## src/hw/rtcyd_cfg.svh

```systemverilog
`ifndef RTCYD_CFG_SVH
`define RTCYD_CFG_SVH

// ----------------------------------------------------------------
// Register offsets (byte addresses)
// ----------------------------------------------------------------
`define RTCYD_OFS_YEAR_CURRENT  12'h00C
`define RTCYD_OFS_YEAR_MATCH    12'h010
`define RTCYD_OFS_YEAR_LOAD     12'h014
`define RTCYD_OFS_DIV_TRIM_CTRL 12'h018
`define RTCYD_OFS_IRQ_MASK      12'h01C
`define RTCYD_OFS_IRQ_RAW       12'h020
`define RTCYD_OFS_IRQ_MASKED    12'h024
`define RTCYD_OFS_IRQ_CLEAR     12'h028

// ----------------------------------------------------------------
// Field positions
// ----------------------------------------------------------------
`define RTCYD_YEAR_MSB    13
`define RTCYD_DIV_MSB     14
`define RTCYD_DIV_LSB     0
`define RTCYD_TRIM_MSB    25
`define RTCYD_TRIM_LSB    16
`define RTCYD_CAL_EN_BIT  26
`define RTCYD_IRQ_CAL_BIT 0
`define RTCYD_IRQ_TMR_BIT 1

// ----------------------------------------------------------------
// Reset values and timing counts
// ----------------------------------------------------------------
`define RTCYD_YEAR_RST       14'h2000
`define RTCYD_YEAR_MATCH_RST 14'h2000
`define RTCYD_YEAR_LOAD_RST  14'h0000
`define RTCYD_DIV_RST        15'h7FFF
`define RTCYD_TRIM_RST       10'h000
`define RTCYD_TRIM_PERIOD    10'h3FF

`endif

```

## src/hw/rtcyd_pkg.sv

```systemverilog
package rtcyd_pkg;

  // APB request as driven by the bus master
  typedef struct packed {
    logic        psel;
    logic        penable;
    logic        pwrite;
    logic [11:0] paddr;
    logic [31:0] pwdata;
  } rtcyd_apb_req_t;

  // Control register image
  typedef struct packed {
    logic        calendar_enable;
    logic [9:0]  trim_delete_count;
    logic [14:0] divider_factor;
  } rtcyd_ctrl_t;

endpackage

```

## src/hw/rtcyd_top.sv

```systemverilog
`timescale 1ns/1ps
`include "rtcyd_cfg.svh"

// Contract
// - Current year is a read-only 14-bit BCD field, reset to 2000.
// - Year match is a read-write 14-bit BCD field, reset to 2000.
// - Year load is read-write 14-bit BCD, reset zero, loaded into the year.
// - Second tick comes every divider factor plus one slow clock cycles.
// - Divider zero: timer gets every slow cycle, calendar tick stops.
// - Divider and trim writes ignored while calendar enabled; reads return stored.
// - Trim count of slow pulses deleted in each 1023-cycle period.
// - Trim zero deletes nothing; each code step deletes one more pulse.
// - Calendar enable locks the whole control register until reset.
// - Mask bit 0 enables calendar interrupt; resets to zero.
// - Mask bit 1 enables timer interrupt; resets to zero.
// - Raw status bit 0 shows calendar interrupt before masking; resets zero.
// - Raw status bit 1 shows timer interrupt before masking; resets zero.
// - Masked status is raw state gated by the matching enable bit.
// - Writing one to a clear bit clears that interrupt; zero does nothing.
// - Timer raw interrupt rises each time the timer count reaches zero.
module rtcyd_top (
  input  wire logic                      clock_i,
  input  wire logic                      sys_rst_i,
  input  wire rtcyd_pkg::rtcyd_apb_req_t apb_req_i,
  output logic [31:0]                    prdata_o,
  output logic                           pready_o,
  output logic                           pslverr_o,
  input  wire logic                      slow_clock_i,
  input  wire logic                      date_match_i,
  input  wire logic                      year_rollover_i,
  input  wire logic                      timer_zero_i,
  output logic                           calendar_tick_o,
  output logic                           timer_tick_o,
  output logic                           calendar_enable_o,
  output logic [13:0]                    year_value_o,
  output logic                           irq_o
);
  import rtcyd_pkg::*;

  // ----------------------------------------------------------------
  // Helpers
  // ----------------------------------------------------------------
  // BCD year increment, 3999 wraps to 0000
  function automatic logic [13:0] bcd_year_inc(input logic [13:0] y);
    logic [3:0] d0;
    logic [3:0] d1;
    logic [3:0] d2;
    logic [1:0] d3;
    d0 = y[3:0];
    d1 = y[7:4];
    d2 = y[11:8];
    d3 = y[13:12];
    if (d0 != 4'h9) begin
      d0 = d0 + 4'h1;
    end else begin
      d0 = 4'h0;
      if (d1 != 4'h9) begin
        d1 = d1 + 4'h1;
      end else begin
        d1 = 4'h0;
        if (d2 != 4'h9) begin
          d2 = d2 + 4'h1;
        end else begin
          d2 = 4'h0;
          d3 = d3 + 2'h1;
        end
      end
    end
    return {d3, d2, d1, d0};
  endfunction

  function automatic logic hits(input logic [11:0] a, input logic [11:0] ofs);
    return a == ofs;
  endfunction

  // ----------------------------------------------------------------
  // Register state
  // ----------------------------------------------------------------
  logic [13:0] year_value_reg;
  logic [13:0] year_match_value_reg;
  logic [13:0] year_load_value_reg;
  rtcyd_ctrl_t ctrl_reg;
  logic [1:0]  irq_enable_reg;
  logic [1:0]  irq_raw_reg;
  logic [1:0]  irq_raw_next;
  logic [31:0] prdata_reg;
  logic        irq_reg;

  // ----------------------------------------------------------------
  // APB slave: zero wait states, read data captured in setup phase
  // ----------------------------------------------------------------
  logic        apb_setup;
  logic        apb_access;
  logic        apb_wr;
  logic        apb_rd;
  logic        addr_mapped;
  logic [11:0] addr;
  logic [31:0] read_mux;

  assign addr       = apb_req_i.paddr;
  assign apb_setup  = apb_req_i.psel & ~apb_req_i.penable;
  assign apb_access = apb_req_i.psel & apb_req_i.penable;
  assign apb_wr     = apb_access & apb_req_i.pwrite & addr_mapped;
  assign apb_rd     = apb_access & ~apb_req_i.pwrite & addr_mapped;

  assign addr_mapped = hits(addr, `RTCYD_OFS_YEAR_CURRENT) | hits(addr, `RTCYD_OFS_YEAR_MATCH)
                     | hits(addr, `RTCYD_OFS_YEAR_LOAD) | hits(addr, `RTCYD_OFS_DIV_TRIM_CTRL)
                     | hits(addr, `RTCYD_OFS_IRQ_MASK) | hits(addr, `RTCYD_OFS_IRQ_RAW)
                     | hits(addr, `RTCYD_OFS_IRQ_MASKED) | hits(addr, `RTCYD_OFS_IRQ_CLEAR);

  assign pready_o  = apb_access;
  assign pslverr_o = apb_access & ~addr_mapped;

  always_comb begin
    read_mux = 32'h0000_0000;
    case (addr)
      `RTCYD_OFS_YEAR_CURRENT:  read_mux[13:0] = year_value_reg;
      `RTCYD_OFS_YEAR_MATCH:    read_mux[13:0] = year_match_value_reg;
      `RTCYD_OFS_YEAR_LOAD:     read_mux[13:0] = year_load_value_reg;
      `RTCYD_OFS_DIV_TRIM_CTRL: begin
        read_mux[`RTCYD_DIV_MSB:`RTCYD_DIV_LSB]   = ctrl_reg.divider_factor;
        read_mux[`RTCYD_TRIM_MSB:`RTCYD_TRIM_LSB] = ctrl_reg.trim_delete_count;
        read_mux[`RTCYD_CAL_EN_BIT]               = ctrl_reg.calendar_enable;
      end
      `RTCYD_OFS_IRQ_MASK:      read_mux[1:0] = irq_enable_reg;
      `RTCYD_OFS_IRQ_RAW:       read_mux[1:0] = irq_raw_reg;
      `RTCYD_OFS_IRQ_MASKED:    read_mux[1:0] = irq_raw_reg & irq_enable_reg;
      default:                  read_mux = 32'h0000_0000;
    endcase
  end

  // Captured at setup so the data bus is flop-driven during access
  always_ff @(posedge clock_i) begin
    if (sys_rst_i) begin
      prdata_reg <= 32'h0000_0000;
    end else if (apb_setup) begin
      prdata_reg <= read_mux;
    end
  end
  assign prdata_o = prdata_reg;

  // ----------------------------------------------------------------
  // Year registers
  // ----------------------------------------------------------------
  always_ff @(posedge clock_i) begin
    if (sys_rst_i) begin
      year_match_value_reg <= `RTCYD_YEAR_MATCH_RST;
      year_load_value_reg  <= `RTCYD_YEAR_LOAD_RST;
    end else if (apb_wr) begin
      if (hits(addr, `RTCYD_OFS_YEAR_MATCH)) begin
        year_match_value_reg <= apb_req_i.pwdata[13:0];
      end
      if (hits(addr, `RTCYD_OFS_YEAR_LOAD)) begin
        year_load_value_reg <= apb_req_i.pwdata[13:0];
      end
    end
  end

  // A load write wins over a rollover in the same cycle
  always_ff @(posedge clock_i) begin
    if (sys_rst_i) begin
      year_value_reg <= `RTCYD_YEAR_RST;
    end else if (apb_wr && hits(addr, `RTCYD_OFS_YEAR_LOAD)) begin
      year_value_reg <= apb_req_i.pwdata[13:0];
    end else if (year_rollover_i && ctrl_reg.calendar_enable) begin
      year_value_reg <= bcd_year_inc(year_value_reg);
    end
  end
  assign year_value_o = year_value_reg;

  // ----------------------------------------------------------------
  // Control register, locked once the calendar is enabled
  // ----------------------------------------------------------------
  always_ff @(posedge clock_i) begin
    if (sys_rst_i) begin
      ctrl_reg.divider_factor    <= `RTCYD_DIV_RST;
      ctrl_reg.trim_delete_count <= `RTCYD_TRIM_RST;
      ctrl_reg.calendar_enable   <= 1'b0;
    end else if (apb_wr && hits(addr, `RTCYD_OFS_DIV_TRIM_CTRL)
                 && !ctrl_reg.calendar_enable) begin
      ctrl_reg.divider_factor    <= apb_req_i.pwdata[`RTCYD_DIV_MSB:`RTCYD_DIV_LSB];
      ctrl_reg.trim_delete_count <= apb_req_i.pwdata[`RTCYD_TRIM_MSB:`RTCYD_TRIM_LSB];
      ctrl_reg.calendar_enable   <= apb_req_i.pwdata[`RTCYD_CAL_EN_BIT];
    end
  end
  assign calendar_enable_o = ctrl_reg.calendar_enable;

  // ----------------------------------------------------------------
  // Slow clock sampling and second tick derivation
  // ----------------------------------------------------------------
  logic        slow_meta_reg;
  logic        slow_sync_reg;
  logic        slow_prev_reg;
  logic        slow_tick;
  logic [9:0]  trim_cnt_reg;
  logic        live_tick;
  logic [14:0] div_cnt_reg;
  logic        div_wrap;
  logic        cal_tick_reg;
  logic        tmr_tick_reg;

  always_ff @(posedge clock_i) begin
    if (sys_rst_i) begin
      slow_meta_reg <= 1'b0;
      slow_sync_reg <= 1'b0;
      slow_prev_reg <= 1'b0;
    end else begin
      slow_meta_reg <= slow_clock_i;
      slow_sync_reg <= slow_meta_reg;
      slow_prev_reg <= slow_sync_reg;
    end
  end
  assign slow_tick = slow_sync_reg & ~slow_prev_reg;

  // Trim period spans 1023 slow cycles; the first N of each are deleted
  always_ff @(posedge clock_i) begin
    if (sys_rst_i) begin
      trim_cnt_reg <= 10'h000;
    end else if (slow_tick) begin
      trim_cnt_reg <= (trim_cnt_reg == `RTCYD_TRIM_PERIOD - 10'h001) ? 10'h000
                    : trim_cnt_reg + 10'h001;
    end
  end
  assign live_tick = slow_tick & (trim_cnt_reg >= ctrl_reg.trim_delete_count);

  // Counter compares with >= so a lowered factor never overruns
  assign div_wrap = live_tick & (div_cnt_reg >= ctrl_reg.divider_factor);

  always_ff @(posedge clock_i) begin
    if (sys_rst_i) begin
      div_cnt_reg <= 15'h0000;
    end else if (live_tick) begin
      div_cnt_reg <= div_wrap ? 15'h0000 : div_cnt_reg + 15'h0001;
    end
  end

  always_ff @(posedge clock_i) begin
    if (sys_rst_i) begin
      cal_tick_reg <= 1'b0;
      tmr_tick_reg <= 1'b0;
    end else if (ctrl_reg.divider_factor == 15'h0000) begin
      cal_tick_reg <= 1'b0;
      tmr_tick_reg <= slow_tick;
    end else begin
      cal_tick_reg <= div_wrap;
      tmr_tick_reg <= div_wrap;
    end
  end
  assign calendar_tick_o = cal_tick_reg;
  assign timer_tick_o    = tmr_tick_reg;

  // ----------------------------------------------------------------
  // Interrupts
  // ----------------------------------------------------------------
  logic [1:0] irq_set;
  logic [1:0] irq_clr;

  always_ff @(posedge clock_i) begin
    if (sys_rst_i) begin
      irq_enable_reg <= 2'h0;
    end else if (apb_wr && hits(addr, `RTCYD_OFS_IRQ_MASK)) begin
      irq_enable_reg <= apb_req_i.pwdata[1:0];
    end
  end

  assign irq_set[`RTCYD_IRQ_CAL_BIT] = date_match_i & ctrl_reg.calendar_enable
                                     & (year_value_reg == year_match_value_reg);
  assign irq_set[`RTCYD_IRQ_TMR_BIT] = timer_zero_i;

  // Clear by write-one or by reading the raw status
  always_comb begin
    irq_clr = 2'h0;
    if (apb_wr && hits(addr, `RTCYD_OFS_IRQ_CLEAR)) begin
      irq_clr = apb_req_i.pwdata[1:0];
    end
    // Only bits already captured for software are cleared, so an event
    // landing between setup and access survives the read
    if (apb_rd && hits(addr, `RTCYD_OFS_IRQ_RAW)) begin
      irq_clr = prdata_reg[1:0];
    end
  end

  // A set in the clearing cycle wins so no event is lost
  assign irq_raw_next = (irq_raw_reg & ~irq_clr) | irq_set;

  always_ff @(posedge clock_i) begin
    if (sys_rst_i) begin
      irq_raw_reg <= 2'h0;
      irq_reg     <= 1'b0;
    end else begin
      irq_raw_reg <= irq_raw_next;
      irq_reg     <= |(irq_raw_next & irq_enable_reg);
    end
  end
  assign irq_o = irq_reg;
endmodule

```

## config.mk

```make
export PLATFORM = sky130hd
export DESIGN_NAME = rtcyd_top
export DESIGN_NICKNAME = d
export VERILOG_FILES = /design/src/hw/rtcyd_pkg.sv /design/src/hw/rtcyd_top.sv
export VERILOG_INCLUDE_DIRS = /design/src /design/src/hw
export SDC_FILE = /design/constraint.sdc
export NUM_CORES = 1
export LEC_CHECK = 0
export BUFFER_PORTS_ARGS = -buffer_cell sky130_fd_sc_hd__clkbuf_2
export CELL_PAD_IN_SITES_DETAIL_PLACEMENT = 1
export CELL_PAD_IN_SITES_GLOBAL_PLACEMENT = 2
export CORE_ASPECT_RATIO = 0.8
export CORE_MARGIN = 2
export CORE_UTILIZATION = 33
export DETAILED_ROUTE_END_ITERATION = 7
export MAX_ROUTING_LAYER = met4
export PLACE_DENSITY = 0.86
export SYNTH_ARGS = -nofsm -noshare
export SYNTH_HDL_FRONTEND = slang
export SYNTH_SLANG_ARGS = --single-unit
```

## constraint.sdc

```tcl
create_clock -name clock_i -period 3.2 [get_ports clock_i]
set_input_delay 0.16 -clock clock_i [delete_from_list [all_inputs] [get_ports clock_i]]
set_output_delay 0.16 -clock clock_i [all_outputs]
set_load 0.05 [all_outputs]
```

==> metrics.md, run 1 <==
| Metric | Value |
|---|---|
| Worst skew pair latency | 0.42 ns |
| Layout Skew | 0.00901 ns |
| Routed wl met2 | 9.12 mm |
| Worst slew pin tran | 1.01 ns |
| Clock slew at reported path FFs | 0.06 ns |
| Via count | 5960 |
| Fill cells | 2334 |
| Vias in the first global route | between 5000 and 6000 |
| Number of flip-flops in the largest register | 26 |
| Most common cell after layout, fill and taps aside | nand2_1 |
| Synth-to-layout area growth | 21.8% |
| Seq. cell area | approximately 0.0026 mm2 |
| Worst EP required | 3.54 ns |
| DRC | 0 |
| I/O pin cnt | between 100 and 150 |
| Metal-1 WL | 10.0 mm |
| TritonCTS Buffers | 17 |
| Initial core utilization | 0.338 |
| Starting DRT DRC Count | 335 |
| Register area share after synthesis | 0.400 |
| Yosys cell types | 58 |
| Setup Fix Bufs, Post-CTS | 0 |
| Max Slew Vio Count | 0 |
| Clk sink count | 129 |
| Share of cells above drive strength 1 | 0.165 |
| #FFs+latches synth | 129 |
| Crit path time final | 2.53 ns |
| Non-filler instance count after layout | 1154 |
| Final instance area | about 0.008 mm2 |
| Slew HR | 0.321 |
| Leakage power | 3.13 nW |
| Cells after Synth | 795 |
| Max-cap check violation count | 0 |
| Total power | a little under 0.004 W |
| R2R cell count | 8 |
| Routed Antenna Nets | 0 |
| Cell count after placement | 1110 |
| GR Overflow Total | 0 |
| Outcome | finished, final reports clean |
| WL/cell | 17.5 um |
| Clk root buf | clkbuf_16 |
| Critical Path Start | ctrl_reg[22]$_SDFFE_PP0P_ |
| Worst flop-to-flop path endpoint | div_cnt_reg[1]$_SDFFE_PP0P_ |
| DR pass1 iterations | 7 |
| Final Hold Fails | 0 |
| Die W | 160 um |
| Critical-path maximum fanout | 15 |
| Htree depth | 4 |
| Area leader, netlist | dfxtp_1 |
| Initial antenna violation count | 0 |
| CP endpoint kind | flop |
| Top sig layer | met4 |
| Path type of the worst setup path | flop to flop |
| Clk buf depth | 2 |
| Drt via density | 5.16 |
| Largest net degree at the start of global routing | 65 |
| Core area | between 0.015 and 0.02 mm2 |
| Detail Placement HPWL | between 10 and 15 mm |
| Metal3 WL | 895 um |
| Commonest cells after routing, fill and taps aside | nand2_1 (142), dfxtp_1 (129), clkbuf_2 (92) |
| Syn_area_per_cell | 8.11 um2 |
| Tcrit/Tclk final | 0.791 |
| GRT Overall Usage | 0.208 |
| HP Class | input port to flop |
| Crit path to | div_cnt_reg[1]$_SDFFE_PP0P_ |
| Mapped cell area | 0.00645 mm2 |
| DIE AREA | 0.0207 mm2 |
| Top cells by area, synth | dfxtp_1 (40%), nand2_1 (8.3%), ha_1 (5.4%), a21oi_1 (5.0%), xnor2_1 (4.3%) |
| Reg2Reg Setup Slack | around 0.67 ns |
| Achievable frequency | 0.395 GHz |
| Fin Setup TNS | 0 ns |
| Nets | between 900 and 1000 |
| RSZ-0062 raised after global routing | no |
| WL final | 20.2 mm |
| Synth Warn # | 0 |
| Async SR Flop Fraction | 0 |
| Die height | 129 um |
| Largest vdd supply drop | about 270 uV |
| Area fraction of the dominant cell type after synthesis | 0.400 |
| PD cells | 505 mW/mm2 |
| Top FF cell, synth | dfxtp_1 |
| Routability Congestion | between 0.8 and 0.9 |
| Startpoint Class | flop |
| WP data arrival | ~2.9 ns |
| Area post-placement | 0.00709 mm2 |
| Hold Worst Slack | 0.0193 ns |
| IO buf count | 92 |
| RR Startpoint | ctrl_reg[22]$_SDFFE_PP0P_ |
| Number of synthesized flops with an enable pin | 0 |
| CTS tree | built |
| Post-CTS Resized | 0 |
| First-pass GRT wire length | 32.6 mm |
| Final setup viols | 0 |
| Multi-input logic area | 0.00350 mm2 |
| Row count | 45 |
| # diodes | 0 |
area by class of cell:
type | count | area share
clock buffers | 22 | 0.0591
clock inverters | 10 | 0.0231
inverters | 29 | 0.0139
multi-input cells | 588 | 0.445
flip-flops and latches | 129 | 0.329
well taps | 258 | 0.0411
repair buffers | 118 | 0.0888
report_power, final:
group          switching, W  internal (W)  total [W]  leakage [nW]
combinational      0.000133     0.0000647   0.000198          1.77
sequential       0.00000917       0.00162    0.00162          1.04
clock              0.000728       0.00142    0.00215         0.314
how the worst min path moves through the flow:
stage / startpoint / endpoint / slack (ns) / cells past startpoint
2_1_floorplan: apb_req_i[0] / ctrl_reg[0]$_SDFFE_PP1P_ / 0.28 / 2
3_3_place_gp: slow_clock_i / slow_meta_reg$_SDFF_PP0_ / 0.37 / 2
3_5_place_dp: slow_clock_i / slow_meta_reg$_SDFF_PP0_ / 0.38 / 2
4_1_cts: apb_req_i[4] / year_match_value_reg[4]$_SDFFE_PP0P_ / 0.009 / 3
5_1_grt: apb_req_i[7] / year_match_value_reg[7]$_SDFFE_PP0P_ / 0.02 / 3
6_report: apb_req_i[7] / year_match_value_reg[7]$_SDFFE_PP0P_ / 0.02 / 3
per-layer routing:
metal | up-vias | global-route usage
li1 | 2922 | -
met5 | - | -
met4 | 0 | 0.0477
met3 | 12 | 0.0419
met2 | 138 | 0.325
met1 | 2888 | 0.279
Yosys cell counts, types with 2 or more instances:
master and number:
o22ai_1 2, mux2i_1 16, o211ai_1 18, xor2_1 15, nand2_2 2, dfxtp_1 129, buf_6 4, o21ai_1 4
nand2_1 142, o21a_1 2, buf_4 12, xnor2_1 32, inv_1 28, or4_4 2, a21oi_1 65, nor3_2 2
nand4_1 16, buf_1 2, a31oi_1 3, ha_1 28, o31a_1 2, and3_1 12, nor4_1 7, nor3b_1 5
o21ai_0 25, nand2b_1 8, nand3_1 29, nor3_1 23, and4_1 3, clkbuf_1 31, nor2_1 63, a221oi_1 14
or3_1 2, a211oi_1 9, a211o_1 2, nor2b_1 10, buf_2 5
worst max-delay path, stage by stage, from the launching register on:
cell and delay (ns):
dfxtp_1 0.35, inv_1 0.05, ha_1 0.31, a2111oi_0 0.53
o21ai_0 0.21, o211ai_1 0.30, o21ai_0 0.17, o31a_1 0.32
a21oi_1 0.22
through the flow:
| stage | utilization | worst slack [ns] |
|---|---|---|
| after global routing | 0.412 | 0.454 |
| after global placement | 0.372 | 0.724 |
| after floorplan | - | 0.939 |
| after CTS | 0.412 | 0.673 |
| final | 0.412 | 0.670 |
| after detailed placement | 0.372 | 0.684 |
logic make-up (layout without fill, tap and decap cells):
family / after synthesis / after routing / synth area share
muxes: 16 / 16 / 0.0248
other: 1 / 6 / 0.000581
AOI/OAI and AO/OA: 155 / 155 / 0.148
and+or+nand+nor: 336 / 336 / 0.247
DFF: 129 / 129 / 0.400
adders and majority gates: 28 / 28 / 0.0543
buffers and inverters: 83 / 179 / 0.0609
xor gates and xnor gates: 47 / 47 / 0.0638
timing repair:
action	CTS	global route
setup endpoints to repair	0	0
endpoints found under the hold margin	12	0
hold buffers	12	0
Note: power is estimated with default switching activity, not from simulation.
==> run 2: changes to the inputs <==
clock period = 2.4 ns   (was 3.2 ns; I/O delays follow)
==> run 2 against run 1 <==
Against the previous run:
- non-clock buffer count grew 30
- worst hold slack gained 0.0013 ns
- power grew 23%
- final area grew 2.2%
- clock skew shrank 0.0016 ns
- clock power grew 13%
- largest cell class unchanged
==> metrics.md, run 2 (same netlist as run 1, synthesis figures left out) <==
| Metric | Value |
|---|---|
| Slew HR | 0.279 (-0.0418) |
| Max incr delay on CP | 0.47 ns (-0.06 ns) |
| Nets | 994 (+3.1%) |
| Most common cell after layout, fill and taps aside | nand2_1 |
| Startpoint Class | flop |
| Switching share of power | 0.239 (+0.0194) |
| Achievable frequency | 0.446 GHz (+13%) |
| Worst skew pair latency | 0.42 ns (about the same) |
| Slowest-stage cell, CP | or3b_2 |
| TritonCTS Buffers | 17 (unchanged) |
| GR Util met1 | 0.288 (+0.00860) |
| Largest vdd supply drop | 287 uV (+6.1%) |
| Final instance area | 0.00803 mm2 (+2.2%) |
| First-pass GRT wire length | 33.2 mm (+1.6%) |
| Outcome | finished, final reports clean |
| Starting DRT DRC Count | 288 (-14%) |
| I/O pin cnt | 105 (unchanged) |
| Share of cells above drive strength 1 | 0.184 (+0.0186) |
| Commonest cells after routing, fill and taps aside | nand2_1 (142), dfxtp_1 (129), clkbuf_2 (92) |
| Top Family by Delay on Critical Path | simple AND/OR/NAND/NOR gates |
| RSZ-0062 raised after global routing | no |
| Layout Skew | 0.00743 ns (-0.00158 ns) |
| Clk sink count | 129 (unchanged) |
| Top Usage Layer GRT | met2 |
| # diodes | 0 (unchanged) |
| Path type of the worst setup path | flop to flop |
| Hold Worst Slack | 0.0206 ns (+0.00133 ns) |
| RR Startpoint | trim_cnt_reg[0]$_SDFFE_PP0P_ |
| Clock power share | 0.500 (-0.041) |
| Final setup viols | 0 (unchanged) |
| Reg2Reg Setup Slack | 0.16 ns (-0.51 ns) |
| Total power | 0.00489 W (+23%) |
| WL final | 20.3 mm (+0.49%) |
| Area post-placement | 0.00726 mm2 (+2.4%) |
| Critical Path, Cell by Cell | inv_1 -> ha_1 -> or3b_2 -> o2111ai_1 -> and3_1 -> buf_4 -> nor3_1 -> xnor2_1 -> nor2_1 |
| Critical Path Stages | 9 (+1) |
| Final Util | 0.421 (+0.00898) |
| P_int | 0.00372 W (+20%) |
| Clk root buf | clkbuf_16 |
| Detail Placement HPWL | 14.6 mm (+3.2%) |
| Htree depth | 4 (unchanged) |
| DIE AREA | 0.0207 mm2 (unchanged) |
| Setup Fix Bufs, Post-CTS | 0 (unchanged) |
| GR Overflow Total | 0 (unchanged) |
| Number of flip-flops in the largest register | 26 (unchanged) |
| Leakage power | 3.23 nW (+3.3%) |
| Final Hold Fails | 0 (unchanged) |
| Tcrit/Tclk final | 0.935 (+0.144) |
| WL/cell | 17.2 um (-2.0%) |
| HP Class | input port to flop |
| DRC | 0 (unchanged) |
| Initial antenna violation count | 0 (unchanged) |
| GRT Overall Usage | 0.208 (+0.000256) |
| R2R cell count | 9 (+1) |
| Crit path time final | 2.24 ns (-0.286 ns) |
| Clk buf depth | 2 (unchanged) |
| Routability Congestion | 0.791 (-2.3%) |
| Worst flop-to-flop path endpoint | div_cnt_reg[12]$_SDFFE_PP0P_ |
| Worst EP required | 2.69 ns (-0.85 ns) |
| Clock slew at reported path FFs | 0.06 ns (about the same) |
| Synth-to-layout area growth | 24.5% |
| GR met2 Demand/Resource | 0.321 (-0.00357) |
| Routed Antenna Nets | 0 (unchanged) |
| Die W | 160 um (unchanged) |
| CP endpoint kind | flop |
| DR pass1 iterations | 5 (-2) |
| Largest net degree at the start of global routing | 67 (+3.1%) |
| CTS tree | built |
| PD cells | 609 mW/mm2 (+20%) |
| Initial core utilization | 0.338 (unchanged) |
| Vias in the first global route | 6106 (+2.3%) |
| Core area | 0.0191 mm2 (unchanged) |
| Non-filler instance count after layout | 1183 (+2.5%) |
| Drt via density | 5.09 (-1.4%) |
| Switching pwr | 0.00117 W (+34%) |
| Critical-path maximum fanout | 10 (-5) |
| Cell count after placement | 1131 (+1.9%) |
| Die height | 129 um (unchanged) |
| Fill cells | 2290 (-1.9%) |
| Row count | 45 (unchanged) |
| Crit path to | div_cnt_reg[12]$_SDFFE_PP0P_ |
| Worst slew pin tran | 1.08 ns (+0.0624 ns) |
| IO buf count | 92 (unchanged) |
| Critical Path Start | trim_cnt_reg[0]$_SDFFE_PP0P_ |
| Comb power frac | 0.057 (+0.007) |
| Crit path buf inv count | 2 (+1) |
| WP data arrival | 2.53 ns (-0.34 ns) |
| Seq pwr share | 0.443 (+0.034) |
| Via count | 6024 (+1.1%) |
| Met3 Track Usage GR | 0.0336 (-0.00832) |
| Max-cap check violation count | 0 (unchanged) |
| Max Slew Vio Count | 0 (unchanged) |
==> run 2: cell count changes in the layout (fill, tap and decap cells not counted) <==
cell and change:
buf_4 +20, o31a_2 +1, a2111oi_2 +1, clkinvlp_4 +2, buf_12 +1, o31a_1 -1, clkinv_4 +1, dlygate4sd3_1 +9
bufinv_16 -4, a2111oi_0 -1
==> run 2: layout make-up <==
type | count | area, um2 | area share
repair buffers | 148 | 958 | 0.119
well taps | 258 | 323 | 0.0402
flip-flops and latches | 129 | 2580 | 0.322
clock inverters | 9 | 85.1 | 0.0106
multi-input cells | 588 | 3510 | 0.437
clock buffers | 22 | 464 | 0.0578
inverters | 29 | 109 | 0.0136
==> run 2: power by group through the flow <==
stage,clock (W),combinational [W],sequential (W)
global route,0.00261,0.000306,0.00217
floorplan,0,0.000141,0.00221
detailed placement,0,0.000252,0.00221
finish,0.00244,0.000281,0.00217
global placement,0,0.000249,0.00221
CTS,0.00249,0.000280,0.00217
==> run 2: per-stage QoR <==
stage / setup slack (ns) / setup TNS (ns)
5_1_grt: 0.0116 / 0
3_3_place_gp: 0.115 / 0
6_report: 0.156 / 0
3_5_place_dp: -0.00692 / -0.00692
2_1_floorplan: 0.139 / 0
4_1_cts: 0.0520 / 0
==> run 2: per-layer routing <==
layer | vias to the layer above | routed length (um) | part of all wire
met5 | - | 0 | 0
met4 | 0 | 160 | 0.0079
met3 | 14 | 715 | 0.035
met2 | 111 | 8990 | 0.44
met1 | 2918 | 10400 | 0.51
li1 | 2981 | - | -
==> run 2: how the worst min path moves through the flow <==
stage | from | end | depth (start not counted)
after floorplan | apb_req_i[0] | ctrl_reg[0]$_SDFFE_PP1P_ | 2
after global placement | slow_clock_i | slow_meta_reg$_SDFF_PP0_ | 2
after detailed placement | slow_clock_i | slow_meta_reg$_SDFF_PP0_ | 2
after CTS | apb_req_i[5] | year_match_value_reg[5]$_SDFFE_PP0P_ | 3
after global routing | apb_req_i[8] | year_load_value_reg[8]$_SDFFE_PP0P_ | 3
final | apb_req_i[5] | year_match_value_reg[5]$_SDFFE_PP0P_ | 3
==> run 2: repair_timing <==
action / 4_1_cts / 5_1_grt
hold buffers: 21 / 0
gates resized for setup: 1 / 2
endpoints found under the hold margin: 23 / 0
setup endpoints to repair: 10 / 15
==> run 2: worst register-to-register path: cells and delay by family (launching register included) <==
family | cells | cell delay, ns
compound gates | 1 | 0.10
xor+xnor | 1 | 0.15
fa+ha+maj | 1 | 0.27
buf+inv | 2 | 0.30
flops | 1 | 0.41
simple gates | 4 | 0.89
==> run 3: changes to the inputs <==
MAX_ROUTING_LAYER = default   (was met4)
==> run 3 against run 2 <==
Against the previous run:
- non-clock buffer count is the same
- first-iteration DRC count up 27%
- via count up 0.27%
- sequential share of layout area did not move
- final area did not move
- cell count is the same
- power barely moved
- critical endpoint unchanged
- largest power group unchanged
==> metrics.md, run 3 (same netlist as run 1, synthesis figures left out) <==
| Metric | Value |
|---|---|
| Routed Antenna Nets | 0 (unchanged) |
| Clk root buf | clkbuf_16 |
| Worst slack, placed | -0.00692 ns (unchanged) |
| GRT Overall Usage | 0.202 (-0.00586) |
| Critical Path, Cell by Cell | inv_1 -> ha_1 -> or3b_2 -> o2111ai_1 -> and3_1 -> buf_4 -> nor3_1 -> xnor2_1 -> nor2_1 |
| Most common cell after layout, fill and taps aside | nand2_1 |
| Hold Path Stages | 3 (unchanged) |
| Path type of the worst setup path | flop to flop |
| # diodes | 0 (unchanged) |
| TritonCTS Buffers | 17 (unchanged) |
| Clk buf depth | 2 (unchanged) |
| Die height | 129 um (unchanged) |
| Tcrit/Tclk final | 0.934 (about the same) |
| Final instance area | 0.00803 mm2 (unchanged) |
| Via count | 6040 (+0.27%) |
| Slowest-stage cell, CP | or3b_2 |
| Initial core utilization | 0.338 (unchanged) |
| Largest net degree at the start of global routing | 67 (unchanged) |
| Number of flip-flops in the largest register | 26 (unchanged) |
| Area post-placement | 0.00726 mm2 (unchanged) |
| DIE AREA | 0.0207 mm2 (unchanged) |
| Worst EP required | 2.69 ns (about the same) |
| Row count | 45 (unchanged) |
| IO buf count | 92 (unchanged) |
| Max-cap check violation count | 0 (unchanged) |
| CTS tree | built |
| CP endpoint kind | flop |
| Routability Congestion | 0.780 (-1.4%) |
| Largest vdd supply drop | 287 uV (-0.25%) |
| Share of cells above drive strength 1 | 0.184 (unchanged) |
| Layout Skew | 0.00845 ns (+0.00102 ns) |
| Startpoint Class | flop |
| First-pass GRT wire length | 33.2 mm (about the same) |
| Outcome | finished, final reports clean |
| RSZ-0062 raised after global routing | no |
| PD cells | 609 mW/mm2 (about the same) |
| Cell count after placement | 1131 (unchanged) |
| R2R cell count | 9 (unchanged) |
| Synth-to-layout area growth | 24.5% (unchanged) |
| Htree depth | 4 (unchanged) |
| Detail Placement HPWL | 14.6 mm (unchanged) |
| Final Util | 0.421 (unchanged) |
| Max Slew Vio Count | 0 (unchanged) |
| Worst slew pin tran | 1.03 ns (-0.0456 ns) |
| I/O pin cnt | 105 (unchanged) |
| Achievable frequency | 0.446 GHz (about the same) |
| Setup WS post-layout | 0.158 ns (+0.00165 ns) |
| WL/cell | 17.2 um (about the same) |
| Critical-path maximum fanout | 10 (unchanged) |
| Total power | 0.00489 W (about the same) |
| Final setup viols | 0 (unchanged) |
| Commonest cells after routing, fill and taps aside | nand2_1 (142), dfxtp_1 (129), clkbuf_2 (92) |
| Starting DRT DRC Count | 365 (+27%) |
| Core area | 0.0191 mm2 (unchanged) |
| Clk sink count | 129 (unchanged) |
| Leakage power | 3.23 nW (unchanged) |
| Non-filler instance count after layout | 1183 (unchanged) |
| Initial antenna violation count | 0 (unchanged) |
| Clock slew at reported path FFs | 0.06 ns (about the same) |
| Crit path time final | 2.24 ns (-0.00165 ns) |
| WP data arrival | 2.53 ns (about the same) |
| Nets | 994 (unchanged) |
| DR pass1 iterations | 4 (-1) |
| Worst skew pair latency | 0.42 ns (about the same) |
| Final Hold Fails | 0 (unchanged) |
| WL final | 20.3 mm (about the same) |
| Die W | 160 um (unchanged) |
| GR Overflow Total | 0 (unchanged) |
| HP Class | input port to flop |
| Setup Fix Bufs, Post-CTS | 0 (unchanged) |
| Slew HR | 0.310 (+0.0305) |
| Max incr delay on CP | 0.47 ns (about the same) |
| DRC | 0 (unchanged) |
| Vias in the first global route | 6099 (-0.11%) |
| Drt via density | 5.11 (+0.27%) |
[run 3: cell counts in the layout (fill, tap and decap cells not counted)]
No cell type changed its count.
[run 3: power breakdown]
| part | total, W | internal [W] | switching (W) |
|---|---|---|---|
| clock network | 0.00244 | 0.00147 | 0.000973 |
| logic | 0.000281 | 0.000100 | 0.000180 |
| registers | 0.00217 | 0.00215 | 0.0000125 |
| total | 0.00489 | 0.00372 | 0.00117 |
[run 3: per-stage QoR]
stage           TNS, ns  hold slack [ns]
4_1_cts               0          0.00668
3_5_place_dp   -0.00692            0.338
2_1_floorplan         0            0.244
6_report              0           0.0212
5_1_grt               0           0.0185
3_3_place_gp          0            0.340
[run 3: timing repair]
item                                   4_1_cts  5_1_grt
endpoints found under the hold margin       23        0
resized for setup                            1        2
hold buffers                                21        0
gates cloned                                 0        0
setup endpoints to repair                   10       15
[run 3: path summary, 6_finish.rpt]
path / from / to / slack [ns]
setup / recovery: trim_cnt_reg[0]$_SDFFE_PP0P_ / div_cnt_reg[12]$_SDFFE_PP0P_ / 0.16
hold / removal: apb_req_i[5] / year_match_value_reg[5]$_SDFFE_PP0P_ / 0.02
setup reg to reg: trim_cnt_reg[0]$_SDFFE_PP0P_ / div_cnt_reg[12]$_SDFFE_PP0P_ / 0.16
hold reg to reg: slow_meta_reg$_SDFF_PP0_ / slow_sync_reg$_SDFF_PP0_ / 0.44
[run 3: final cells by class]
cell class	instances	area, um2
clock inverters	9	85.1
well taps	258	323
fillers	2290	11100
flip-flops and latches	129	2580
multi-input cells	588	3510
inverters	29	109
clock buffers	22	464
repair buffers	148	958
[run 3: per-layer routing]
metal	vias to the layer above	global-route usage	routed length, um
met5	-	0	0
met4	0	0.0477	159
met3	14	0.0365	723
met2	123	0.320	9050
met1	2923	0.289	10400
li1	2980	-	-
[run 3: worst max-delay path: cells and delay by family (launching register included)]
kind,cells,cell delay (ns)
adder cells (fa/ha/maj),1,0.27
buffers and inverters,2,0.30
AND/OR/NAND/NOR,4,0.89
AO/OA/AOI/OAI,1,0.10
XOR/XNOR,1,0.15
flip-flops,1,0.41
